[config.mk]
export PLATFORM = sky130hd
export DESIGN_NAME = gptp_timer
export DESIGN_NICKNAME = d
export VERILOG_FILES = /design/src/gptp_pkg.sv /design/src/gptp_timer.sv
export SDC_FILE = /design/constraint.sdc
export NUM_CORES = 1
export LEC_CHECK = 0
export BUFFER_PORTS_ARGS = -buffer_cell sky130_fd_sc_hd__buf_2
export CAP_MARGIN = 20
export CORE_AREA = 5 5 274 276
export DETAILED_ROUTE_END_ITERATION = 10
export DIE_AREA = 0 0 279 281
export HOLD_SLACK_MARGIN = 0.12
export PLACE_DENSITY = 0.51
export SLEW_MARGIN = 20
export SYNTH_ARGS = -nofsm -noshare
export SYNTH_HDL_FRONTEND = slang
export SYNTH_SLANG_ARGS = --single-unit
[constraint.sdc]
create_clock -name CLOCK -period 25 [get_ports CLOCK]
set_input_delay 0 -clock CLOCK [delete_from_list [all_inputs] [get_ports CLOCK]]
set_output_delay 0 -clock CLOCK [all_outputs]
set_load 0.05 [all_outputs]
[src/gptp_pkg.sv]
package gptp_pkg;

  // ****************************************************************
  // register map (byte addresses)
  // ****************************************************************
  localparam logic [31:0] GPTP_ADDR_RELOAD = 32'hFFFF0320;
  localparam logic [31:0] GPTP_ADDR_COUNT = 32'hFFFF0324;
  localparam logic [31:0] GPTP_ADDR_CONTROL = 32'hFFFF0328;
  localparam logic [31:0] GPTP_ADDR_CLEAR = 32'hFFFF032C;
  localparam logic [31:0] GPTP_ADDR_CAPTURE = 32'hFFFF0330;

  // ****************************************************************
  // reset values
  // ****************************************************************
  localparam logic [31:0] GPTP_RELOAD_RESET = 32'h00000000;
  localparam logic [31:0] GPTP_COUNT_RESET = 32'hFFFFFFFF;
  localparam logic [31:0] GPTP_CONTROL_RESET = 32'h01000000;
  localparam logic [31:0] GPTP_CAPTURE_RESET = 32'h00000000;

  // ****************************************************************
  // control field codes
  // ****************************************************************
  localparam logic [2:0] GPTP_CLK_CORE = 3'h0;
  localparam logic [2:0] GPTP_CLK_LPOSC = 3'h1;
  localparam logic [2:0] GPTP_CLK_PIN_A = 3'h2;
  localparam logic [2:0] GPTP_CLK_PIN_B = 3'h3;
  localparam logic [1:0] GPTP_FMT_BINARY = 2'h0;
  localparam logic [1:0] GPTP_FMT_TOD23 = 2'h2;
  localparam logic [1:0] GPTP_FMT_TOD255 = 2'h3;
  localparam logic [3:0] GPTP_PRE_DIV1 = 4'h0;
  localparam logic [3:0] GPTP_PRE_DIV16 = 4'h4;
  localparam logic [3:0] GPTP_PRE_DIV256 = 4'h8;
  localparam logic [3:0] GPTP_PRE_DIV32768 = 4'hF;
  localparam logic [14:0] GPTP_PRE_LAST16 = 15'h000F;
  localparam logic [14:0] GPTP_PRE_LAST256 = 15'h00FF;
  localparam logic [14:0] GPTP_PRE_LAST32768 = 15'h7FFF;

  // ****************************************************************
  // time-of-day field limits
  // ****************************************************************
  localparam logic [7:0] GPTP_HUND_MAX = 8'h63;
  localparam logic [7:0] GPTP_SEXA_MAX = 8'h3B;
  localparam logic [7:0] GPTP_HOUR23_MAX = 8'h17;
  localparam logic [7:0] GPTP_HOUR255_MAX = 8'hFF;

  localparam int GPTP_EVENT_COUNT = 18;

  typedef struct packed {
    logic [7:0] ps_target;
    logic ps_en;
    logic [2:0] rsv;
    logic cmp_flag;
    logic irq_sel;
    logic cap_en;
    logic [4:0] evt_sel;
    logic [2:0] clk_sel;
    logic count_up;
    logic enable;
    logic periodic;
    logic [1:0] fmt;
    logic [3:0] prescale;
  } gptp_ctl_t;

  typedef struct packed {
    logic [31:0] prdata;
    logic pready;
    logic pslverr;
  } gptp_apb_rsp_t;

endpackage

[src/gptp_timer.sv]
// Added by the designer: the APB interface to the registers.
`timescale 1ns/1ns

// Notes on behaviour
// - postscaler counts timeouts, enable bit 23, target 31:24
// - zero target means one; read returns counter
// - bit 18 picks postscaler or timeout interrupt
// - read-only bit 19 set on postscaler match
// - pin or oscillator clocking survives low power
// - in periodic mode, overflow reloads counter from reload register
// - any write to clear strobe clears interrupt, unless a new event lands in the same cycle
// - live count readable, resets to all ones
// - capture register holds count at event
// - bit 17 enables capture, 16:12 pick event
// - bits 11:9 select counter clock source
// - bit 8 chooses up or down counting
// - bit 7 enables counter, off after reset
// - bit 6 periodic, clear means free running
// - bits 5:4 select binary or time format
// - bits 3:0 select prescale 1/16/256/32768
// - capture on event rise, counter keeps running
// - control crosses two stages of timer ticks
module gptp_timer
  import gptp_pkg::*;
#(
  parameter int EVENT_COUNT = GPTP_EVENT_COUNT
) (
  input wire logic CLOCK,
  input wire logic RSTN,
  input wire logic CE,
  input wire logic PSEL,
  input wire logic PENABLE,
  input wire logic PWRITE,
  input wire logic [31:0] PADDR,
  input wire logic [31:0] PWDATA,
  output logic [31:0] PRDATA,
  output logic PREADY,
  output logic PSLVERR,
  input wire logic LPOSC_CLK,
  input wire logic EXT_CLK_A,
  input wire logic EXT_CLK_B,
  input wire logic LOW_POWER,
  input wire logic [EVENT_COUNT-1:0] EVENTS,
  output logic TIMER_IRQ
);

  // ****************************************************************
  // functions
  // ****************************************************************
  function automatic logic [14:0] presc_last(input logic [3:0] code);
    logic [14:0] r;
    r = 15'h0000;
    case (code)
      GPTP_PRE_DIV16: r = GPTP_PRE_LAST16;
      GPTP_PRE_DIV256: r = GPTP_PRE_LAST256;
      GPTP_PRE_DIV32768: r = GPTP_PRE_LAST32768;
      default: r = 15'h0000;
    endcase
    return r;
  endfunction

  function automatic logic [7:0] hour_max(input logic [1:0] fmt);
    return (fmt == GPTP_FMT_TOD255) ? GPTP_HOUR255_MAX : GPTP_HOUR23_MAX;
  endfunction

  function automatic logic [31:0] tod_top(input logic [1:0] fmt);
    return {hour_max(fmt), GPTP_SEXA_MAX, GPTP_SEXA_MAX, GPTP_HUND_MAX};
  endfunction

  // one time field between zero and its top; bit 8 is the carry or borrow
  function automatic logic [8:0] fld_step(input logic [7:0] v, input logic [7:0] top,
                                          input logic up);
    logic [8:0] r;
    r = 9'h000;
    if (up) begin
      r = (v == top) ? 9'h100 : {1'b0, 8'(v + 8'h01)};
    end else begin
      r = (v == 8'h00) ? {1'b1, top} : {1'b0, 8'(v - 8'h01)};
    end
    return r;
  endfunction

  // step one time-of-day value, carries and borrows ripple upward
  function automatic logic [31:0] tod_step(input logic [31:0] v, input logic up,
                                           input logic [1:0] fmt);
    logic [8:0] hu;
    logic [8:0] se;
    logic [8:0] mi;
    logic [8:0] ho;
    hu = fld_step(v[7:0], GPTP_HUND_MAX, up);
    se = {1'b0, v[15:8]};
    mi = {1'b0, v[23:16]};
    ho = {1'b0, v[31:24]};
    if (hu[8]) begin
      se = fld_step(v[15:8], GPTP_SEXA_MAX, up);
    end
    if (se[8]) begin
      mi = fld_step(v[23:16], GPTP_SEXA_MAX, up);
    end
    if (mi[8]) begin
      ho = fld_step(v[31:24], hour_max(fmt), up);
    end
    return {ho[7:0], mi[7:0], se[7:0], hu[7:0]};
  endfunction

  // ****************************************************************
  // reset release
  // ****************************************************************
  logic rst_meta_r;
  logic rst_sync_r;
  wire logic rstn_i = rst_sync_r;

  always_ff @(posedge CLOCK or negedge RSTN) begin
    if (!RSTN) begin
      rst_meta_r <= 1'b0;
      rst_sync_r <= 1'b0;
    end else begin
      rst_meta_r <= 1'b1;
      rst_sync_r <= rst_meta_r;
    end
  end

  // ****************************************************************
  // apb slave
  // ****************************************************************
  gptp_ctl_t ctl_r;
  logic [31:0] reload_r;
  logic [31:0] count_r;
  logic [31:0] capture_r;
  logic [7:0] ps_cnt_r;
  logic cmp_flag_r;
  logic irq_r;
  gptp_apb_rsp_t rsp_r;
  gptp_apb_rsp_t rsp_nxt;

  wire logic hit_reload = (PADDR == GPTP_ADDR_RELOAD);
  wire logic hit_count = (PADDR == GPTP_ADDR_COUNT);
  wire logic hit_control = (PADDR == GPTP_ADDR_CONTROL);
  wire logic hit_clear = (PADDR == GPTP_ADDR_CLEAR);
  wire logic hit_capture = (PADDR == GPTP_ADDR_CAPTURE);
  wire logic hit_any = hit_reload | hit_count | hit_control | hit_clear | hit_capture;
  // answer in the first cycle of the access phase, with no wait state
  wire logic setup_ph = PSEL & ~PENABLE & ~rsp_r.pready;
  wire logic wr_take = PSEL & PENABLE & rsp_r.pready & PWRITE & ~rsp_r.pslverr;

  gptp_ctl_t ctl_view;
  always_comb begin
    ctl_view = ctl_r;
    ctl_view.ps_target = ps_cnt_r;
    ctl_view.cmp_flag = cmp_flag_r;
    ctl_view.rsv = 3'h0;
  end

  // clear strobe is write-only and reads as zero
  wire logic [31:0] rd_mux = hit_reload ? reload_r :
                             hit_count ? count_r :
                             hit_control ? ctl_view :
                             hit_capture ? capture_r : 32'h00000000;

  always_comb begin
    rsp_nxt.pready = setup_ph;
    rsp_nxt.pslverr = setup_ph & ~hit_any;
    rsp_nxt.prdata = (setup_ph & ~PWRITE) ? rd_mux : 32'h00000000;
  end

  always_ff @(posedge CLOCK or negedge rstn_i) begin
    if (!rstn_i) begin
      rsp_r <= '0;
    end else if (CE) begin
      rsp_r <= rsp_nxt;
    end
  end

  assign PRDATA = rsp_r.prdata;
  assign PREADY = rsp_r.pready;
  assign PSLVERR = rsp_r.pslverr;

  wire logic wr_control = wr_take & hit_control;
  wire logic wr_clear = wr_take & hit_clear;

  // ****************************************************************
  // software registers
  // ****************************************************************
  gptp_ctl_t ctl_nxt;
  always_comb begin
    ctl_nxt = gptp_ctl_t'(PWDATA);
    // zero target behaves as a count of one
    if (ctl_nxt.ps_target == 8'h00) begin
      ctl_nxt.ps_target = 8'h01;
    end
    ctl_nxt.cmp_flag = 1'b0;
    ctl_nxt.rsv = 3'h0;
  end

  always_ff @(posedge CLOCK or negedge rstn_i) begin
    if (!rstn_i) begin
      ctl_r <= gptp_ctl_t'(GPTP_CONTROL_RESET);
      reload_r <= GPTP_RELOAD_RESET;
    end else if (CE) begin
      if (wr_control) begin
        ctl_r <= ctl_nxt;
      end
      if (wr_take & hit_reload) begin
        reload_r <= PWDATA;
      end
    end
  end

  // ****************************************************************
  // clock source selection
  // ****************************************************************
  // the pins are sampled on CLOCK, so an external clock must stay well
  // below half the core rate to be seen edge by edge
  logic lposc_q_r;
  logic pina_q_r;
  logic pinb_q_r;
  logic src_tick;

  always_comb begin
    case (ctl_r.clk_sel)
      GPTP_CLK_CORE: src_tick = 1'b1;
      GPTP_CLK_LPOSC: src_tick = LPOSC_CLK & ~lposc_q_r;
      GPTP_CLK_PIN_A: src_tick = EXT_CLK_A & ~pina_q_r;
      GPTP_CLK_PIN_B: src_tick = EXT_CLK_B & ~pinb_q_r;
      default: src_tick = 1'b0;
    endcase
  end

  always_ff @(posedge CLOCK or negedge rstn_i) begin
    if (!rstn_i) begin
      lposc_q_r <= 1'b0;
      pina_q_r <= 1'b0;
      pinb_q_r <= 1'b0;
    end else if (CE) begin
      lposc_q_r <= LPOSC_CLK;
      pina_q_r <= EXT_CLK_A;
      pinb_q_r <= EXT_CLK_B;
    end
  end

  // ****************************************************************
  // control transfer into the timer logic
  // ****************************************************************
  // both stages step on the selected timer clock, so a new setting
  // reaches the counter only after two of its edges
  gptp_ctl_t ctl_s1_r;
  gptp_ctl_t ctl_s2_r;
  logic [31:0] reload_s1_r;
  logic [31:0] reload_s2_r;

  always_ff @(posedge CLOCK or negedge rstn_i) begin
    if (!rstn_i) begin
      ctl_s1_r <= gptp_ctl_t'(GPTP_CONTROL_RESET);
      ctl_s2_r <= gptp_ctl_t'(GPTP_CONTROL_RESET);
      reload_s1_r <= GPTP_RELOAD_RESET;
      reload_s2_r <= GPTP_RELOAD_RESET;
    end else if (CE && src_tick) begin
      ctl_s1_r <= ctl_r;
      ctl_s2_r <= ctl_s1_r;
      reload_s1_r <= reload_r;
      reload_s2_r <= reload_s1_r;
    end
  end

  // ****************************************************************
  // prescaler and counter
  // ****************************************************************
  logic [14:0] presc_r;
  logic en_q_r;

  // the core clock stops in low power; pin and oscillator sources do not
  wire logic core_halt = LOW_POWER & (ctl_s2_r.clk_sel == GPTP_CLK_CORE);
  wire logic run = ctl_s2_r.enable & ~core_halt;
  wire logic presc_done = (presc_r == presc_last(ctl_s2_r.prescale));
  wire logic cnt_tick = src_tick & run & presc_done;
  wire logic is_tod = ctl_s2_r.fmt[1];
  wire logic [31:0] top_val = is_tod ? tod_top(ctl_s2_r.fmt) : GPTP_COUNT_RESET;
  wire logic at_end = ctl_s2_r.count_up ? (count_r == top_val) : (count_r == 32'h00000000);
  wire logic timeout = cnt_tick & at_end;
  wire logic [31:0] wrap_val = ctl_s2_r.count_up ? 32'h00000000 : top_val;
  wire logic [31:0] step_val = is_tod ? tod_step(count_r, ctl_s2_r.count_up, ctl_s2_r.fmt) :
                               ctl_s2_r.count_up ? 32'(count_r + 32'h00000001) :
                               32'(count_r - 32'h00000001);
  wire logic [31:0] end_val = ctl_s2_r.periodic ? reload_s2_r : wrap_val;
  wire logic [31:0] count_nxt = at_end ? end_val : step_val;

  always_ff @(posedge CLOCK or negedge rstn_i) begin
    if (!rstn_i) begin
      presc_r <= 15'h0000;
      en_q_r <= 1'b0;
      count_r <= GPTP_COUNT_RESET;
    end else if (CE && src_tick) begin
      en_q_r <= run;
      if (!run) begin
        presc_r <= 15'h0000;
      end else if (presc_done) begin
        presc_r <= 15'h0000;
      end else begin
        presc_r <= 15'(presc_r + 15'h0001);
      end
      // a fresh start loads the reload value before counting
      if (run && !en_q_r) begin
        count_r <= reload_s2_r;
      end else if (cnt_tick) begin
        count_r <= count_nxt;
      end
    end
  end

  // ****************************************************************
  // postscaler
  // ****************************************************************
  wire logic [7:0] ps_inc = 8'(ps_cnt_r + 8'h01);
  wire logic ps_match = timeout & ctl_s2_r.ps_en & (ps_inc == ctl_s2_r.ps_target);

  always_ff @(posedge CLOCK or negedge rstn_i) begin
    if (!rstn_i) begin
      ps_cnt_r <= 8'h00;
    end else if (CE) begin
      if (!ctl_s2_r.ps_en) begin
        ps_cnt_r <= 8'h00;
      end else if (ps_match) begin
        ps_cnt_r <= 8'h00;
      end else if (timeout) begin
        ps_cnt_r <= ps_inc;
      end
    end
  end

  // ****************************************************************
  // interrupt and compare flag
  // ****************************************************************
  // a new event in the clearing cycle keeps its flag set
  wire logic irq_evt = ctl_s2_r.irq_sel ? ps_match : timeout;

  always_ff @(posedge CLOCK or negedge rstn_i) begin
    if (!rstn_i) begin
      irq_r <= 1'b0;
      cmp_flag_r <= 1'b0;
    end else if (CE) begin
      if (irq_evt) begin
        irq_r <= 1'b1;
      end else if (wr_clear) begin
        irq_r <= 1'b0;
      end
      if (ps_match) begin
        cmp_flag_r <= 1'b1;
      end else if (wr_clear) begin
        cmp_flag_r <= 1'b0;
      end
    end
  end

  assign TIMER_IRQ = irq_r;

  // ****************************************************************
  // event capture
  // ****************************************************************
  // only the first edge of the event is seen; a held level does not
  // recapture, and the counter is never disturbed
  logic [EVENT_COUNT-1:0] evt_q_r;
  wire logic [EVENT_COUNT-1:0] evt_rise = EVENTS & ~evt_q_r;
  wire logic evt_valid = (32'(ctl_r.evt_sel) < EVENT_COUNT);
  wire logic cap_hit = ctl_r.cap_en & evt_valid & evt_rise[ctl_r.evt_sel];

  always_ff @(posedge CLOCK or negedge rstn_i) begin
    if (!rstn_i) begin
      evt_q_r <= '0;
      capture_r <= GPTP_CAPTURE_RESET;
    end else if (CE) begin
      evt_q_r <= EVENTS;
      if (cap_hit) begin
        capture_r <= count_r;
      end
    end
  end

endmodule

# Word level (Yosys, flattened, before mapping)
# Index checks and enable logic that the tools add are counted.
# W data, S select, Z words.
[word_totals]
output_inout_bits = 35
ff_bits = 315
inputBits = 92
wordCells = 194
[classes]
n_lt_le_gt_ge = 2
n_reduce_logical = 24
bitwise = 38
n_eq_ne = 23
muxes = 44
add_sub_neg = 12
[op_table]
columns = ["cell", "count"]
rows = [
  ["$mux W32", 13],
  ["$eq A32 B32 Y1 const B", 5],
  ["$mux W9", 11],
  ["$mux W8", 9],
  ["$pmux W15 S3", 1],
  ["$add A8 B1 Y8 const B", 5],
  ["$logic_not A8 Y1", 5],
  ["$add A32 B1 Y32 const B", 1],
  ["$eq A32 B32 Y1", 1],
  ["$logic_not A32 Y1", 1],
  ["$sub A32 B1 Y32 const B", 1],
  ["$sub A8 B1 Y8 const B", 4],
  ["$mux W15", 2],
  ["$and A1 B1 Y1", 23],
  ["$and A18 B18 Y18", 1],
  ["$not A18 Y18", 1],
  ["$eq A8 B6 Y1 const B", 2],
  ["$eq A8 B8 Y1", 2],
  ["$add A15 B1 Y15 const B", 1],
  ["$eq A15 B15 Y1", 1],
  ["$reduce_and A2 Y1", 7],
  ["$ne A4 B1 Y1 const B", 3],
  ["$not A1 Y1", 9],
  ["$reduce_and A3 Y1", 3],
  ["other kinds (17)", 31],
]

# Depth between registers and ports, before layout
[logic_depth]
word_depth = 12
depth_mapped = 14

# Least setup slack after synthesis
# OpenSTA, ideal clock, no wires.
[synth_timing]
kind = "flip-flop to flip-flop"
from = "register ctl_s2_r[8] (netlist name)"
to = "register count_r[31]"
path_stages_with_launch = 15
period_less_slack_ns = 4.163
t_arrival_ns = 4.086
n_path_buf = 3
t_required_ns = 24.923
setup_ns = 0.077
path_slack_ns = 20.837
path_cell_list = "dfrtp_1 inv_1 clkbuf_1 clkbuf_1 ha_1 clkbuf_1 a21o_1 a21o_1 or3_1 o21ai_0 o31a_1 o2111a_1 a311oi_1 a221o_1 a21o_1"
[synth_via]
elab_chain_cells = 6
[synth_lines]
columns = ["element", "line", "text"]
rows = [
  ["start: declaration", "gptp_timer.sv:247", "gptp_ctl_t ctl_s2_r;"],
  ["start signal: assignment", "gptp_timer.sv:254", "ctl_s2_r <= gptp_ctl_t'(GPTP_CONTROL_RESET);"],
  ["start signal: assignment", "gptp_timer.sv:259", "ctl_s2_r <= ctl_s1_r;"],
  ["$mux W8", "gptp_timer.sv:75", "if (up) begin"],
  ["$mux W8", "gptp_timer.sv:100", "if (mi[8]) begin"],
  ["$mux W32", "gptp_timer.sv:281", "wire logic [31:0] step_val = is_tod ? tod_step(count_r, ctl_s2_r.count_up, ctl_s2_r.fmt) :"],
  ["$mux W32", "gptp_timer.sv:285", "wire logic [31:0] count_nxt = at_end ? end_val : step_val;"],
  ["$mux W32", "gptp_timer.sv:304", "end else if (cnt_tick) begin"],
  ["$mux W32", "gptp_timer.sv:302", "if (run && !en_q_r) begin"],
  ["end signal: assignment", "gptp_timer.sv:303", "count_r <= reload_s2_r;"],
  ["end signal: assignment", "gptp_timer.sv:305", "count_r <= count_nxt;"],
  ["end: declaration", "gptp_timer.sv:128", "logic [31:0] count_r;"],
]
# Several ways; a longest one is shown, not always the timed one. The select of a mux whose other input is x is not followed.
# A chain may end at the register's enable or synchronous reset.

# Final worst setup path
[layout_timing]
from = "register ctl_s2_r[8] (netlist name)"
to = "register count_r[21]"
[layout_via]
elab_chain_cells = 6
[layout_lines]
columns = ["element", "line", "text"]
rows = [
  ["$mux W9", "gptp_timer.sv:75", ""],
  ["$mux W9", "gptp_timer.sv:97", "if (se[8]) begin"],
  ["$mux W32", "gptp_timer.sv:281", ""],
  ["$mux W32", "gptp_timer.sv:285", ""],
  ["$mux W32", "gptp_timer.sv:304", ""],
  ["$mux W32", "gptp_timer.sv:302", ""],
]
# Several ways; a longest one is shown, not always the timed one. The select of a mux whose other input is x is not followed.

==> flow_metrics.env <==
export IMPL_status="complete, no violations"
export IMPL_rsz0062_at_grt="no"
export IMPL_crit_path_max_fanout=50
export IMPL_setup_violations_final=0
export IMPL_grt_max_degree=81
export IMPL_hold_path_startpoint="PADDR[3]"
export IMPL_ant_nets=0
export IMPL_cap_violations=0
export IMPL_yosysUniqueCellTypes=90
export IMPL_synth_edff_count=0
export IMPL_endpoint_kind="register"
export IMPL_cts_resized=0
export IMPL_clock_power_share_pct=47.0
export IMPL_async_flop_share_pct=100
export IMPL_power_leakage_nw=9.43
export IMPL_syn_cell_area_sq_mm=0.0179
export IMPL_switching_power_uw=249
export IMPL_die_h_um=281
export IMPL_synthCells=1806
export IMPL_fin_crit_sh_pct=15.5
export IMPL_grt_pass1_vias=14800
export IMPL_antenna_found_initial=0
export IMPL_port_buffer_count=126
export IMPL_powerDensity_mw_per_mm2=50.3
export IMPL_synth_top_cells_by_area="dfrtp_1, mux2_2, dfstp_2"
export IMPL_swShare_pct=23.2
export IMPL_io_pins=127
export IMPL_seq_area_frac_synth_pct=44.2
export IMPL_cp_start_kind="register"
export IMPL_synthFlopType="dfrtp_1"
export IMPL_gp_congestion=0.936
export IMPL_power_mw=1.07
export IMPL_path_common_cell="a2111oi_0"
export IMPL_finClkSkew_ps=23.5
export IMPL_avgSynthCellArea_sq_um=9.92
export IMPL_post_route_drc_count=0
export IMPL_rrSetupSlack_ps=21120
export IMPL_synth_top_cells_by_count="dfrtp_1, mux2_2, o21ai_0"
export IMPL_fin_setup_tns_ps=0
export IMPL_slew_headroom_pct=30.0
export IMPL_core_sq_mm=0.0723
export IMPL_r2r_cells=12
export IMPL_vias=14800
export IMPL_reg2reg_from="ctl_s2_r[8]"
export IMPL_holdPathEnd="PRDATA[12]"
export IMPL_die_area_sq_mm=0.0784
export IMPL_slowest_stage="a2111oi_0"
export IMPL_final_cell_area_sq_mm=0.0213
export IMPL_initial_utilization_pct=24.8
export IMPL_path_cells="inv_1 -> buf_4 -> ha_1 -> a21oi_1 -> nand2_1 -> a2111oi_0 -> o221ai_1 -> o211ai_1 -> o21ai_0 -> xnor2_1 -> a2111oi_0 -> nor3_1"
export IMPL_ys_ff_latch=315
export IMPL_wire_per_inst_um=19.2
export IMPL_rows=99
export IMPL_area_delta_synth_final_pct=18.6
export IMPL_cts_hold_buf=63
export IMPL_peakVddDrop_uv=53.4
export IMPL_die_w_um=279
export IMPL_syn_nets=1943
export IMPL_grt_pass1_wl_um=88300
export IMPL_dp_hpwl_um=40100
export IMPL_post_cts_buffers=0
export IMPL_timing_rr_end="count_r[21]"
export IMPL_max_freq_mhz=258
export IMPL_internal_power_uw=821
export IMPL_grt_overflow=0
export IMPL_cts_tree="done"
export IMPL_cp_arrival_ps=4350
export IMPL_vias_per_cell=5.06
export IMPL_slew_violations=0
export IMPL_tightest_slew_ps=1050
export IMPL_drive_gt1_share_pct=24.2
export IMPL_layout_min_cycle_time_ps=3880
export IMPL_ys_warn_count=0
export IMPL_p_seq_share_pct=48.3
export IMPL_grtUsageTotal_pct=14.0
export IMPL_whs_path_depth=4
export IMPL_path_class="reg2reg"
export IMPL_clockRootBuffer="clkbuf_16"
export IMPL_clkSinkCount=315
export IMPL_synth_most_common_cell="dfrtp_1"
export IMPL_clk_latency_ps=550
export IMPL_hold_path_class="in2reg"
export IMPL_ctsHtreeMaxLevel=2
export IMPL_clk_path_buf_depth=3
export IMPL_combPwrFrac_pct=4.7
export IMPL_finalHoldViolations=0
export IMPL_drt_wl_total_um=56000
export IMPL_worstPathRequired_ps=25470
export IMPL_path_clk_slew_ps=60
export IMPL_max_stage_delay_ps=570
export IMPL_place_area_sq_mm=0.0195
export IMPL_yosys_area_top_type="dfrtp_1"
export IMPL_synth_top_cell_area_share_pct=39.1
export IMPL_numCtsBuffers=36
export IMPL_drt_iter0_markers=1077
export IMPL_num_nets_final=2073
export IMPL_drt_pass1_iter_count=5
export IMPL_diodes=0
## per-stage QoR
step / util [%] / worst slack, ps / cells / hold WS (ps)
6_report: 29.4 / 21120 / 2922 / 169
5_1_grt: 29.4 / 20670 / 2922 / 186
4_1_cts: 29.4 / 21090 / 2922 / 129
3_5_place_dp: 27.0 / 21130 / 2794 / -210
3_3_place_gp: 27.0 / 21220 / 2794 / -216
2_1_floorplan: - / 15630 / 1806 / -296
## kinds of logic after synthesis
group / after synthesis / share of synthesized area, %
muxes: 211 / 13.4
buffers and inverters: 199 / 4.39
xor gates and xnor gates: 67 / 3.27
and+or+nand+nor: 462 / 13.1
AOI/OAI and AO/OA: 506 / 18.4
other: 1 / 0.0209
DFF: 315 / 44.2
adders and majority gates: 45 / 3.18
## cells in the final DEF, fill, tap and decap left out, types with 28 or more instances in the layout
cell           synthesis  final
nand4_1               28     28
dfstp_2               35     35
nand2b_1              33     32
a21oi_1               95     95
nor2_1               106    106
a21o_1                30     30
clkbuf_16              0     36
o21ai_0              143    143
mux2_2               205    205
buf_2                 19    126
dfrtp_1              280    279
nand2_1              120    119
nand3_1               46     46
xor2_1                30     30
xnor2_1               37     37
inv_1                 74     74
o22ai_1               41     41
dlygate4sd3_1          0     63
ha_1                  44     44
## how the worst max path moves through the flow
stage,startpoint,endpoint,cells past startpoint
detailed placement,ctl_s2_r[8],count_r[21],12
global placement,ctl_s2_r[8],count_r[21],12
CTS,ctl_s2_r[8],count_r[21],12
floorplan,rst_sync_r,PRDATA[0],0
global route,ctl_s2_r[8],count_r[21],12
finish,ctl_s2_r[8],count_r[21],12
## registers in the layout, indices dropped and copies added (netlist names), 15 cells and up
signal / cells
PRDATA: 32
capture_r: 32
count_r: 32
ctl_r: 28
ctl_s1_r: 22
ctl_s2_r: 22
evt_q_r: 18
presc_r: 15
reload_r: 32
reload_s1_r: 32
reload_s2_r: 32
## worst max-delay path, delay by kind of cell, from the launching register on
kind                       cells  cell delay [ps]
buffers and inverters          2              540
xor gates and xnor gates       1              170
DFF                            1              370
adders and majority gates      1              420
and+or+nand+nor                2              260
AOI/OAI and AO/OA              6             2010
## layer usage
layer | share of wire [%] | track usage (%)
met3 | 4.7 | 2.11
met2 | 48 | 23.2
met4 | 2.4 | 4.03
met1 | 45 | 19.2
met5 | 0 | 0
## layout make-up
type                    instances  area, sq um
clock buffers                  51         1020
clock inverters                14         98.8
fillers                      7576        51100
inverters                      75          282
multi-input cells            1292         9260
flip-flops and latches        315         7930
well taps                     959         1200
repair buffers                216         1470
## power groups by stage
stage	combinational (mW)	sequential [mW]	clock, mW
floorplan	0.0173	0.532	0
global placement	0.0417	0.526	0
detailed placement	0.0426	0.526	0
CTS	0.0505	0.517	0.519
global route	0.0554	0.517	0.539
finish	0.0500	0.517	0.503
Note: power is estimated with default switching activity, not from simulation.
